===== src/rtl/sdhcs_pkg.sv =====
// Package for the servo drive command and status block: register map,
// field positions, command codes and timing counts.
// Assumes a single 40 MHz clock shared by the APB side and the serial link.
package sdhcs_pkg;
	// Clock and timing
	localparam int SDHCS_CLK_MHZ = 40;
	localparam int SDHCS_TICK_NS = 51200;
	localparam int SDHCS_TICK_CYC = (SDHCS_TICK_NS * SDHCS_CLK_MHZ) / 1000;
	localparam int SDHCS_BIT_NS = 800;
	localparam int SDHCS_BIT_CYC = (SDHCS_BIT_NS * SDHCS_CLK_MHZ) / 1000;
	localparam int SDHCS_HALF_CYC = SDHCS_BIT_CYC / 2;

	// Packet framing
	localparam logic [7:0] SDHCS_HEADER = 8'haa;
	localparam logic [7:0] SDHCS_ADDR_ALL = 8'hff;
	localparam logic [7:0] SDHCS_GROUP_BASE = 8'h80;
	localparam logic [3:0] SDHCS_CMD_LOAD_TRAJ = 4'h4;
	localparam logic [3:0] SDHCS_CMD_STOP = 4'h7;
	localparam logic [3:0] SDHCS_CMD_HOMING = 4'h9;
	localparam logic [3:0] SDHCS_CMD_CLR_STICKY = 4'hb;
	localparam logic [3:0] SDHCS_CMD_PATH = 4'hd;
	localparam logic [3:0] SDHCS_CMD_HARD_RESET = 4'hf;

	// Register byte offsets
	localparam logic [11:0] SDHCS_REG_STATUS = 12'h000;
	localparam logic [11:0] SDHCS_REG_ADDR = 12'h004;
	localparam logic [11:0] SDHCS_REG_DIAG = 12'h008;
	localparam logic [11:0] SDHCS_REG_CMD = 12'h00c;
	localparam logic [11:0] SDHCS_REG_DATA0 = 12'h010;
	localparam logic [11:0] SDHCS_REG_DATA3 = 12'h01c;

	// Reset values
	localparam logic [15:0] SDHCS_ADDR_RST = 16'h0000;
	localparam logic [4:0] SDHCS_DIAG_RST = 5'h00;

	// Status byte bits
	localparam int SDHCS_ST_MOTION_DONE = 0;
	localparam int SDHCS_ST_CKSUM = 1;
	localparam int SDHCS_ST_OVERCURRENT = 2;
	localparam int SDHCS_ST_POWER = 3;
	localparam int SDHCS_ST_FOLLOW_ERR = 4;
	localparam int SDHCS_ST_HOME_SRC = 5;
	localparam int SDHCS_ST_LIMIT_FWD = 6;
	localparam int SDHCS_ST_HOMING = 7;
	// Auxiliary status byte bits
	localparam int SDHCS_AUX_INDEX = 0;
	localparam int SDHCS_AUX_WRAP = 1;
	localparam int SDHCS_AUX_LOOP_ON = 2;
	localparam int SDHCS_AUX_RAMP_DONE = 3;
	localparam int SDHCS_AUX_SLEW_DONE = 4;
	localparam int SDHCS_AUX_OVERRUN = 5;
	localparam int SDHCS_AUX_PATH = 6;
	// Diagnostic register fields
	localparam int SDHCS_DIAG_EN = 0;
	localparam int SDHCS_DIAG_POWER = 1;
	localparam int SDHCS_DIAG_HOME_SRC = 2;
	localparam int SDHCS_DIAG_LIMIT = 3;
	localparam int SDHCS_DIAG_INDEX = 4;
	// Command register fields
	localparam int SDHCS_CMDREG_PENDING = 16;

	typedef enum logic [1:0] {
		SDHCS_RX_IDLE = 2'b00,
		SDHCS_RX_START = 2'b01,
		SDHCS_RX_DATA = 2'b10,
		SDHCS_RX_STOP = 2'b11
	} sdhcs_rx_t;

	typedef enum logic [2:0] {
		SDHCS_P_HDR = 3'b000,
		SDHCS_P_ADDR = 3'b001,
		SDHCS_P_CMD = 3'b010,
		SDHCS_P_DATA = 3'b011,
		SDHCS_P_SUM = 3'b100
	} sdhcs_parse_t;
endpackage


===== src/rtl/sdhcs_top.sv =====
// Command packet receiver, status reporter and APB register file of a
// networked single-axis servo drive.
// Assumes the motion core shares clk and drives its inputs as single-cycle
// events or levels; serial pins are asynchronous and resynchronised here.
// Function
// Hard reset returns all state to power-up and sends no reply; here the receiver, tick counter and data bytes are not reset by it.
// Hard reset to address FF resets regardless of group address.
// Status bit 0 low during profile move or acceleration, else high.
// Status bit 1 set when last received packet failed checksum.
// Status bit 2 set on current limit, held until sticky clear.
// Status bit 4 set on position error or servo off, sticky.
// Status bit 7 high during home search, zero once captured.
// Status bits 3,5,6 show power, home source, forward limit or diagnostics.
// Aux bit 0 is inverted index input or a diagnostic value.
// Aux bit 1 set on position counter wrap, held until sticky clear.
// Aux bit 2 high exactly while the position servo is enabled.
// Aux bit 3 set at end of ramp-up, cleared at next move.
// Aux bit 4 set at end of constant speed, cleared at next move.
// Aux bit 5 set when a tick's processing overruns, sticky.
// Aux bit 6 high during path; cleared by empty, stop or load.
// Host hard-resets, addresses, then loads nonzero gain, limit, rate.
// Initial load trajectory only initialises registers, starts no motion.
// Host closes the loop last with stop motor, amp enable, abrupt.
// Drive only replies when addressed; never transmits unprompted.
// All serial bytes travel least significant bit first.
// Packet: header AA, address, command byte, data, checksum.
// Checksum sums address, command and data, not the header.
// Default reply is status byte then checksum of status bytes.
// Sticky flags clear only with the sticky-clear command.
// Individual addresses 01h-7Fh, group addresses 80h-FFh.
// Checksum keeps low eight bits of the sum, carry dropped.
`timescale 1ns/10ps
module sdhcs_top (
	input wire logic clk,
	input wire logic reset_n,
	// APB slave
	input wire logic [11:0] paddr,
	input wire logic psel,
	input wire logic penable,
	input wire logic pwrite,
	input wire logic [31:0] pwdata,
	output logic [31:0] prdata,
	output logic pready,
	output logic pslverr,
	// Serial link pins
	input wire logic rx_pin,
	output logic tx_pin,
	output logic tx_oe,
	// Drive input pins
	input wire logic index_pin,
	input wire logic limit_fwd_pin,
	// Motion core, same clock
	input wire logic profile_busy,
	input wire logic servo_enabled,
	input wire logic home_source,
	input wire logic calc_busy,
	input wire logic overcurrent_evt,
	input wire logic pos_error_evt,
	input wire logic counter_wrap_evt,
	input wire logic ramp_done_evt,
	input wire logic slew_done_evt,
	input wire logic home_captured_evt,
	input wire logic path_empty_evt,
	output logic hard_reset_pulse,
	output logic move_start,
	output logic traj_init_only
);
	import sdhcs_pkg::*;

	function automatic logic reg_hit(input logic [11:0] a, input logic [11:0] off);
		reg_hit = (a == off);
	endfunction

	logic rx_s1, rx_s2, idx_s1, idx_s2, lim_s1, lim_s2;
	sdhcs_rx_t rx_state;
	logic [5:0] rx_cnt;
	logic [2:0] rx_bit;
	logic [7:0] rx_sh;
	logic rx_valid;
	sdhcs_parse_t p_state;
	logic [7:0] p_addr, p_cmd, p_sum;
	logic [3:0] p_idx;
	logic [7:0] p_data [0:14];
	logic pkt_done, pkt_ok;
	logic [7:0] indiv_addr, group_addr;
	logic [4:0] diag;
	logic srst;
	logic is_mine, reply_me, exec;
	logic [3:0] code;
	logic clr_sticky, do_stop_load;
	logic f_cksum, f_overcur, f_follow, f_wrap, f_ramp, f_slew, f_overrun, f_homing, f_path;
	logic [7:0] status_byte, aux_byte;
	logic [11:0] tick_cnt;
	logic cmd_pending;
	logic [7:0] cmd_addr, cmd_byte;
	logic [9:0] tx_sh;
	logic [3:0] tx_bits;
	logic [5:0] tx_cnt;
	logic [7:0] tx_second;
	logic tx_more, reply_req;
	logic [31:0] next_prdata;

	// Pins are asynchronous to clk
	always_ff @(posedge clk or negedge reset_n) begin
		if (!reset_n) begin
			rx_s1 <= 1'b1;
			rx_s2 <= 1'b1;
			idx_s1 <= 1'b0;
			idx_s2 <= 1'b0;
			lim_s1 <= 1'b0;
			lim_s2 <= 1'b0;
		end else begin
			rx_s1 <= rx_pin;
			rx_s2 <= rx_s1;
			idx_s1 <= index_pin;
			idx_s2 <= idx_s1;
			lim_s1 <= limit_fwd_pin;
			lim_s2 <= lim_s1;
		end
	end

	// Receiver: start bit, eight data bits LSB first, stop bit
	always_ff @(posedge clk or negedge reset_n) begin
		if (!reset_n) begin
			rx_state <= SDHCS_RX_IDLE;
			rx_cnt <= 6'h00;
			rx_bit <= 3'h0;
			rx_sh <= 8'h00;
			rx_valid <= 1'b0;
		end else begin
			rx_valid <= 1'b0;
			unique case (rx_state)
				SDHCS_RX_IDLE: begin
					if (!rx_s2) begin
						rx_cnt <= 6'(SDHCS_HALF_CYC - 1);
						rx_state <= SDHCS_RX_START;
					end
				end
				SDHCS_RX_START: begin
					if (rx_cnt != 6'h00) begin
						rx_cnt <= rx_cnt - 6'h01;
					end else if (!rx_s2) begin
						rx_cnt <= 6'(SDHCS_BIT_CYC - 1);
						rx_bit <= 3'h0;
						rx_state <= SDHCS_RX_DATA;
					end else begin
						rx_state <= SDHCS_RX_IDLE;
					end
				end
				SDHCS_RX_DATA: begin
					if (rx_cnt != 6'h00) begin
						rx_cnt <= rx_cnt - 6'h01;
					end else begin
						rx_sh <= {rx_s2, rx_sh[7:1]};
						rx_cnt <= 6'(SDHCS_BIT_CYC - 1);
						rx_bit <= rx_bit + 3'h1;
						if (rx_bit == 3'h7) begin
							rx_state <= SDHCS_RX_STOP;
						end
					end
				end
				SDHCS_RX_STOP: begin
					if (rx_cnt != 6'h00) begin
						rx_cnt <= rx_cnt - 6'h01;
					end else begin
						// Framing errors drop the byte silently
						rx_valid <= rx_s2;
						rx_state <= SDHCS_RX_IDLE;
					end
				end
			endcase
		end
	end

	// Packet parser
	always_ff @(posedge clk or negedge reset_n) begin
		if (!reset_n) begin
			p_state <= SDHCS_P_HDR;
			p_addr <= 8'h00;
			p_cmd <= 8'h00;
			p_sum <= 8'h00;
			p_idx <= 4'h0;
			pkt_done <= 1'b0;
			pkt_ok <= 1'b0;
		end else begin
			pkt_done <= 1'b0;
			if (srst) begin
				p_state <= SDHCS_P_HDR;
				p_addr <= 8'h00;
				p_cmd <= 8'h00;
			end else if (rx_valid) begin
				unique case (p_state)
					SDHCS_P_HDR: begin
						if (rx_sh == SDHCS_HEADER) begin
							p_state <= SDHCS_P_ADDR;
						end
					end
					SDHCS_P_ADDR: begin
						p_addr <= rx_sh;
						p_sum <= rx_sh;
						p_state <= SDHCS_P_CMD;
					end
					SDHCS_P_CMD: begin
						p_cmd <= rx_sh;
						p_sum <= p_sum + rx_sh;
						p_idx <= 4'h0;
						p_state <= (rx_sh[7:4] == 4'h0) ? SDHCS_P_SUM : SDHCS_P_DATA;
					end
					SDHCS_P_DATA: begin
						p_sum <= p_sum + rx_sh;
						p_idx <= p_idx + 4'h1;
						if (p_idx == p_cmd[7:4] - 4'h1) begin
							p_state <= SDHCS_P_SUM;
						end
					end
					SDHCS_P_SUM: begin
						pkt_ok <= (p_sum == rx_sh);
						pkt_done <= 1'b1;
						p_state <= SDHCS_P_HDR;
					end
					default: p_state <= SDHCS_P_HDR;
				endcase
			end
		end
	end

	// Data bytes need no reset; software reads them only after a packet
	always_ff @(posedge clk) begin
		if (rx_valid && p_state == SDHCS_P_DATA) begin
			p_data[p_idx] <= rx_sh;
		end
	end

	// Address match and command dispatch
	assign code = p_cmd[3:0];
	always_comb begin
		is_mine = (p_addr == indiv_addr) || (p_addr == group_addr);
		if (p_addr == SDHCS_ADDR_ALL && code == SDHCS_CMD_HARD_RESET) begin
			is_mine = 1'b1;
		end
		// Group leader answers for its group
		reply_me = (p_addr == indiv_addr) ||
			(p_addr == group_addr && indiv_addr == group_addr - SDHCS_GROUP_BASE);
		if (code == SDHCS_CMD_HARD_RESET) begin
			reply_me = 1'b0;
		end
	end
	assign exec = pkt_done && pkt_ok && is_mine;
	assign clr_sticky = exec && code == SDHCS_CMD_CLR_STICKY;
	assign do_stop_load = exec && (code == SDHCS_CMD_STOP || code == SDHCS_CMD_LOAD_TRAJ);

	// Hard reset pulse and move start
	always_ff @(posedge clk or negedge reset_n) begin
		if (!reset_n) begin
			srst <= 1'b0;
			move_start <= 1'b0;
			traj_init_only <= 1'b0;
			reply_req <= 1'b0;
		end else begin
			srst <= exec && code == SDHCS_CMD_HARD_RESET;
			// Load trajectory with loop still open only primes registers
			move_start <= exec && code == SDHCS_CMD_LOAD_TRAJ && servo_enabled;
			traj_init_only <= exec && code == SDHCS_CMD_LOAD_TRAJ && !servo_enabled;
			reply_req <= pkt_done && is_mine && reply_me;
		end
	end
	assign hard_reset_pulse = srst;

	// Servo tick and overrun detection
	always_ff @(posedge clk or negedge reset_n) begin
		if (!reset_n) begin
			tick_cnt <= 12'h000;
		end else if (tick_cnt == 12'(SDHCS_TICK_CYC - 1)) begin
			tick_cnt <= 12'h000;
		end else begin
			tick_cnt <= tick_cnt + 12'h001;
		end
	end

	// Sticky and event flags; a set in the clearing cycle wins
	always_ff @(posedge clk or negedge reset_n) begin
		if (!reset_n) begin
			f_cksum <= 1'b0;
			f_overcur <= 1'b0;
			f_follow <= 1'b0;
			f_wrap <= 1'b0;
			f_overrun <= 1'b0;
		end else if (srst) begin
			f_cksum <= 1'b0;
			f_overcur <= 1'b0;
			f_follow <= 1'b0;
			f_wrap <= 1'b0;
			f_overrun <= 1'b0;
		end else begin
			if (pkt_done && is_mine) begin
				f_cksum <= !pkt_ok;
			end
			f_overcur <= overcurrent_evt | (f_overcur & ~clr_sticky);
			f_follow <= pos_error_evt | ~servo_enabled | (f_follow & ~clr_sticky);
			f_wrap <= counter_wrap_evt | (f_wrap & ~clr_sticky);
			f_overrun <= (tick_cnt == 12'(SDHCS_TICK_CYC - 1) && calc_busy) |
				(f_overrun & ~clr_sticky);
		end
	end

	always_ff @(posedge clk or negedge reset_n) begin
		if (!reset_n) begin
			f_ramp <= 1'b0;
			f_slew <= 1'b0;
			f_homing <= 1'b0;
			f_path <= 1'b0;
		end else if (srst) begin
			f_ramp <= 1'b0;
			f_slew <= 1'b0;
			f_homing <= 1'b0;
			f_path <= 1'b0;
		end else begin
			f_ramp <= ramp_done_evt | (f_ramp & ~move_start);
			f_slew <= slew_done_evt | (f_slew & ~move_start);
			f_homing <= (exec && code == SDHCS_CMD_HOMING) |
				(f_homing & ~home_captured_evt);
			f_path <= (exec && code == SDHCS_CMD_PATH && p_cmd[7:4] == 4'h0) |
				(f_path & ~path_empty_evt & ~do_stop_load);
		end
	end

	always_comb begin
		status_byte[SDHCS_ST_MOTION_DONE] = !profile_busy;
		status_byte[SDHCS_ST_CKSUM] = f_cksum;
		status_byte[SDHCS_ST_OVERCURRENT] = f_overcur;
		status_byte[SDHCS_ST_POWER] = diag[SDHCS_DIAG_EN] ? diag[SDHCS_DIAG_POWER] :
			servo_enabled;
		status_byte[SDHCS_ST_FOLLOW_ERR] = f_follow;
		status_byte[SDHCS_ST_HOME_SRC] = diag[SDHCS_DIAG_EN] ? diag[SDHCS_DIAG_HOME_SRC] :
			home_source;
		status_byte[SDHCS_ST_LIMIT_FWD] = diag[SDHCS_DIAG_EN] ? diag[SDHCS_DIAG_LIMIT] :
			lim_s2;
		status_byte[SDHCS_ST_HOMING] = f_homing;
		aux_byte[SDHCS_AUX_INDEX] = diag[SDHCS_DIAG_EN] ? diag[SDHCS_DIAG_INDEX] : !idx_s2;
		aux_byte[SDHCS_AUX_WRAP] = f_wrap;
		aux_byte[SDHCS_AUX_LOOP_ON] = servo_enabled;
		aux_byte[SDHCS_AUX_RAMP_DONE] = f_ramp;
		aux_byte[SDHCS_AUX_SLEW_DONE] = f_slew;
		aux_byte[SDHCS_AUX_OVERRUN] = f_overrun;
		aux_byte[SDHCS_AUX_PATH] = f_path;
		aux_byte[7] = 1'b0;
	end

	// Reply transmitter: status byte then its checksum
	always_ff @(posedge clk or negedge reset_n) begin
		if (!reset_n) begin
			tx_sh <= 10'h3ff;
			tx_bits <= 4'h0;
			tx_cnt <= 6'h00;
			tx_second <= 8'h00;
			tx_more <= 1'b0;
		end else if (tx_bits == 4'h0) begin
			if (reply_req) begin
				tx_sh <= {1'b1, status_byte, 1'b0};
				// Sum of status byte alone in the default format
				tx_second <= status_byte;
				tx_more <= 1'b1;
				tx_bits <= 4'ha;
				tx_cnt <= 6'(SDHCS_BIT_CYC - 1);
			end else if (tx_more) begin
				tx_sh <= {1'b1, tx_second, 1'b0};
				tx_more <= 1'b0;
				tx_bits <= 4'ha;
				tx_cnt <= 6'(SDHCS_BIT_CYC - 1);
			end
		end else if (tx_cnt != 6'h00) begin
			tx_cnt <= tx_cnt - 6'h01;
		end else begin
			tx_sh <= {1'b1, tx_sh[9:1]};
			tx_bits <= tx_bits - 4'h1;
			tx_cnt <= 6'(SDHCS_BIT_CYC - 1);
		end
	end
	// Line driver stays off between replies so other drives can answer
	assign tx_pin = (tx_bits == 4'h0) ? 1'b1 : tx_sh[0];
	assign tx_oe = (tx_bits != 4'h0);

	// Software-visible address, diagnostics and last command
	always_ff @(posedge clk or negedge reset_n) begin
		if (!reset_n) begin
			indiv_addr <= SDHCS_ADDR_RST[7:0];
			group_addr <= SDHCS_ADDR_RST[15:8];
			diag <= SDHCS_DIAG_RST;
		end else if (srst) begin
			indiv_addr <= SDHCS_ADDR_RST[7:0];
			group_addr <= SDHCS_ADDR_RST[15:8];
			diag <= SDHCS_DIAG_RST;
		end else if (psel && penable && pwrite) begin
			if (reg_hit(paddr, SDHCS_REG_ADDR)) begin
				indiv_addr <= pwdata[7:0];
				group_addr <= pwdata[15:8];
			end
			if (reg_hit(paddr, SDHCS_REG_DIAG)) begin
				diag <= pwdata[4:0];
			end
		end
	end

	always_ff @(posedge clk or negedge reset_n) begin
		if (!reset_n) begin
			cmd_pending <= 1'b0;
			cmd_addr <= 8'h00;
			cmd_byte <= 8'h00;
		end else if (srst) begin
			cmd_pending <= 1'b0;
			cmd_addr <= 8'h00;
			cmd_byte <= 8'h00;
		end else if (exec && code != SDHCS_CMD_HARD_RESET) begin
			cmd_pending <= 1'b1;
			cmd_addr <= p_addr;
			cmd_byte <= p_cmd;
		end else if (psel && penable && pwrite && reg_hit(paddr, SDHCS_REG_CMD) &&
			pwdata[SDHCS_CMDREG_PENDING]) begin
			cmd_pending <= 1'b0;
		end
	end

	// Read data is captured in the setup cycle; zero wait states
	always_comb begin
		next_prdata = 32'h0000_0000;
		if (reg_hit(paddr, SDHCS_REG_STATUS)) begin
			next_prdata = {16'h0000, aux_byte, status_byte};
		end else if (reg_hit(paddr, SDHCS_REG_ADDR)) begin
			next_prdata = {16'h0000, group_addr, indiv_addr};
		end else if (reg_hit(paddr, SDHCS_REG_DIAG)) begin
			next_prdata = {27'h0000000, diag};
		end else if (reg_hit(paddr, SDHCS_REG_CMD)) begin
			next_prdata = {15'h0000, cmd_pending, cmd_addr, cmd_byte};
		end else if (paddr >= SDHCS_REG_DATA0 && paddr <= SDHCS_REG_DATA3 &&
			paddr[1:0] == 2'b00) begin
			unique case (paddr[3:2])
				2'b00: next_prdata = {p_data[3], p_data[2], p_data[1], p_data[0]};
				2'b01: next_prdata = {p_data[7], p_data[6], p_data[5], p_data[4]};
				2'b10: next_prdata = {p_data[11], p_data[10], p_data[9], p_data[8]};
				2'b11: next_prdata = {8'h00, p_data[14], p_data[13], p_data[12]};
			endcase
		end
	end

	always_ff @(posedge clk or negedge reset_n) begin
		if (!reset_n) begin
			prdata <= 32'h0000_0000;
			pslverr <= 1'b0;
		end else if (psel && !penable) begin
			prdata <= next_prdata;
			pslverr <= !(reg_hit(paddr, SDHCS_REG_STATUS) || reg_hit(paddr, SDHCS_REG_ADDR) ||
				reg_hit(paddr, SDHCS_REG_DIAG) || reg_hit(paddr, SDHCS_REG_CMD) ||
				(paddr >= SDHCS_REG_DATA0 && paddr <= SDHCS_REG_DATA3 && paddr[1:0] == 2'b00));
		end
	end
	assign pready = 1'b1;
endmodule // sdhcs_top


===== config.mk =====
export PLATFORM = sky130hd
export DESIGN_NAME = sdhcs_top
export DESIGN_NICKNAME = d
export VERILOG_FILES = /design/src/rtl/sdhcs_pkg.sv /design/src/rtl/sdhcs_top.sv
export SDC_FILE = /design/constraint.sdc
export NUM_CORES = 1
export LEC_CHECK = 0
export BUFFER_PORTS_ARGS = -buffer_cell sky130_fd_sc_hd__buf_2
export CORE_AREA = 2 2 228 140
export CTS_CLUSTER_SIZE = 8
export DETAILED_ROUTE_END_ITERATION = 10
export DIE_AREA = 0 0 230 142
export GPL_ROUTABILITY_DRIVEN = 0
export SETUP_SLACK_MARGIN = 0.4
export SLEW_MARGIN = 10
export SYNTH_ARGS = -nofsm -noshare
export SYNTH_HDL_FRONTEND = slang
export SYNTH_SLANG_ARGS = --single-unit

===== constraint.sdc =====
create_clock -name clk -period 2.02 [get_ports clk]
set_input_delay 0.303 -clock clk [delete_from_list [all_inputs] [get_ports clk]]
set_output_delay 0.303 -clock clk [all_outputs]
set_load 0.01 [all_outputs]

==> impl_metrics.tcl <==
set metrics [dict create \
    grt_use_total_pct 22.7 \
    report.final.setup_viol 24 \
    portBuffers 85 \
    cts-root-buf "clkbuf_16" \
    grt_max_degree 56 \
    die_h_um 142 \
    cts_tree "built" \
    fin_nets 1494 \
    r2r-end "f_wrap$_DFF_PN0_" \
    critPathLaunchType "flip-flop" \
    synth-simple-area-share_pct 12.5 \
    place_inst 1684 \
    regToRegStartpoint "p_addr[4]$_DFFE_PN0P_" \
    synth_flop_cell "dfrtp_1" \
    end_kind "flip-flop" \
    drtPass1Iterations 6 \
    routed_wl_um 37600 \
    tightest_slew_ns 0.665 \
    synth_top_area_cell "dfrtp_1" \
    async_reset_ff_share_pct 60.4 \
    slew_viol_final 0 \
    antenna_found_initial 0 \
    violations "setup timing" \
    die_area_um2 32700 \
    synth.distinct_cells 73 \
    slew_headroom_pct 55.0 \
    startpoint "p_addr[4]$_DFFE_PN0P_" \
    final_cells 1852 \
    synthMuxAreaShare_pct 7.90 \
    yosys_warnings 0 \
    worst-setup-path-type "flip-flop to flip-flop" \
    path_clk_slew_ns 0.05 \
    synth-seq-area-share_pct 60.4 \
    synth_area_per_cell_um2 12.0 \
    r2r_slack_ns -0.11 \
    arrival_ns 2.55 \
    cp_slowest_cell "dfrtp_2" \
    overflow 0 \
    yosys-top-cells-area "dfrtp_1 (32%), edfxtp_1 (27%), mux4_2 (4.0%), nand2_1 (3.5%), mux2i_1 (3.2%)" \
    fp-row-count 50 \
    vdd_drop_max_uv 615 \
    ff2ff_path_depth 8 \
    worstPathRequired_ns 2.44 \
    core_um2 30700 \
    num_vias 10186 \
    ios 102 \
    hold_violations 0 \
    wl_per_cell_um 20.3 \
    cts.path.max_buffers 3 \
    power_uw 15300 \
    synth_top_area_share_pct 31.7 \
    fmax_mhz 469 \
    power_density_nw_per_um2 821 \
    clk-insertion-delay-late_ns 0.55 \
    antenna_left 0 \
    slowest_delay_ns 0.45 \
    cts_buffers 43 \
    min_period_ns 2.13 \
    synth_fp_nets 1215 \
    synth_cells 1127 \
    worst_slack_ns -0.111 \
    cts_max_level 2 \
    status "finished, violations left" \
    drv_cap 0 \
    syn_to_final_growth_pct 37.2 \
    finalCritPeriodShare_pct 106 \
    start_util_pct 44.3 \
    synth-compound-area-share_pct 11.0 \
    whs_ns 0.0288 \
    n_antenna_cell 0 \
    synth_top_family_by_area "simple AND/OR/NAND/NOR gates" \
    p_leak_uw 0.00768 \
    fin_setup_tns_ns -1.99 \
    drt_iter0_drc 824 \
    dp_hpwl_um 24300 \
    grt_pass1_wl_um 57300 \
    vias_per_cell 5.50 \
    netlist_area_um2 13600 \
    ys_ff_latch 303 \
    drc_errors 0 \
    crit_path_end "f_wrap$_DFF_PN0_" \
    rsz0062_at_grt "yes" \
    grt_pass1_vias 9967 \
    drive_above_1_share_pct 37.9 \
    clock-sinks 303 \
    path_cells "xor2_1 -> nor4_1 -> nand2_1 -> buf_6 -> a31oi_4 -> nor4b_4 -> buf_6 -> o2bb2ai_1" \
    finClkSkew_ns 0.0170 \
    crit_top_cell "buf_6" \
    synth_edf_count 120 \
    die_w_um 230 \
    synth_xor_area_share_pct 2.77 \
    synthAdderAreaFrac_pct 2.36 \
    cp_max_fo 4 \
    hold_path.class "input port to flip-flop" \
]
## critical path: cells and delay by family (launching register included)
| kind | cells | cell delay, ns |
|---|---|---|
| flops | 1 | 0.45 |
| compound gates | 2 | 0.26 |
| buf+inv | 2 | 0.36 |
| xor+xnor | 1 | 0.16 |
| simple gates | 3 | 0.77 |
## area by class of cell
class | count | area (µm²)
tap | 416 | 520
fill | 2408 | 12000
clock inverter | 2 | 32.5
clock buffer | 73 | 1190
multi-input combinational | 741 | 6110
inverter | 31 | 119
timing repair buffer | 286 | 2440
sequential | 303 | 8220
## per-layer routing
layer  share of wire (%)  track usage (%)  up-vias
li1                    -                -     4719
met1                  48             35.4     5142
met2                  44             32.9      288
met3                 6.7             4.47       37
met4                0.99             4.72        0
met5                   0                0        -
## cells in the mapped netlist, drive strengths merged, types with 7 or more instances
cell / count
a31oi: 8
a22o: 23
nand3: 17
mux2: 9
nand2: 127
clkbuf: 38
and3: 8
inv: 30
xnor2: 18
ha: 24
o211ai: 8
dfrtp: 172
mux2i: 43
nand4: 9
edfxtp: 120
xor2: 25
mux4: 24
nor3: 26
a221oi: 9
buf: 20
nor2: 107
a22oi: 13
nand2b: 10
nor4: 11
dfstp: 11
a21oi: 57
o22ai: 9
nor2b: 9
o21ai: 61
nor3b: 7
or3: 8
o31ai: 12
## state kept, by name, indices dropped and copies added (netlist names), 8 cells and up, named ones only
| name | cells |
|---|---|
| group_addr | 8 |
| indiv_addr | 8 |
| cmd_addr | 8 |
| p_cmd | 8 |
| p_addr | 8 |
| tx_sh | 9 |
| p_sum | 8 |
| tick_cnt | 12 |
| cmd_byte | 8 |
| rx_sh | 8 |
| prdata | 32 |
| p_data | 120 |
| tx_second | 8 |
## timing repair
action,CTS,global route
hold buffers,17,0
gates resized for setup,96,118
pin swaps,52,51
cloned,6,3
endpoints found under the setup margin,218,204
hold endpoints to repair,62,0
buffers inserted,47,20
## per-stage QoR
| step | cell area [µm²] | utilization, % | worst slack [ns] |
|---|---|---|---|
| 6_report | 18600 | 60.8 | -0.111 |
| 5_1_grt | 18600 | 60.8 | -0.149 |
| 4_1_cts | 17900 | 58.4 | -0.0399 |
| 3_5_place_dp | 15600 | 50.8 | -0.117 |
| 3_3_place_gp | 15600 | 50.8 | -0.103 |
| 2_1_floorplan | 14000 | - | 0.0326 |
## cells by family after synthesis
| kind of cell | count (synthesis) |
|---|---|
| buf+inv | 89 |
| compound gates | 231 |
| flops | 303 |
| simple gates | 359 |
| mux | 76 |
| other cells | 1 |
| fa+ha+maj | 25 |
| xor+xnor | 43 |
## worst min path at each step
stage,slack (ns),start,to,depth (start not counted)
finish,0.03,pwdata[5],indiv_addr[5]$_DFFE_PN0P_,3
global placement,0.32,reset_n,p_sum[0]$_DFFE_PN0P_,1
global route,0.04,pwdata[9],group_addr[1]$_DFFE_PN0P_,3
CTS,0.001,pwdata[5],indiv_addr[5]$_DFFE_PN0P_,3
detailed placement,0.32,reset_n,p_sum[2]$_DFFE_PN0P_,1
floorplan,0.007,reset_n,asynchronous set/reset pin,0
## cells in the final DEF, fill, tap and decap left out, types with 16 or more instances in the layout
cell	instances
mux2i_1	43
dfrtp_2	17
nand2_1	114
xor2_1	24
o21ai_2	16
nor2_4	18
buf_6	28
mux4_2	24
buf_12	21
a22o_1	22
clkbuf_1	30
a21oi_1	47
xnor2_1	17
edfxtp_1	120
buf_4	134
inv_1	19
nor3_1	16
clkbuf_16	43
dfrtp_1	155
dlygate4sd3_1	17
nor2_1	85
buf_2	81
o21ai_0	36
## report_power, final
part | total, µW | switching [µW] | internal [µW]
logic | 1970 | 1050 | 921
clock network | 6590 | 2620 | 3970
registers | 6740 | 152 | 6580
Power figures use the tool's default switching activity.
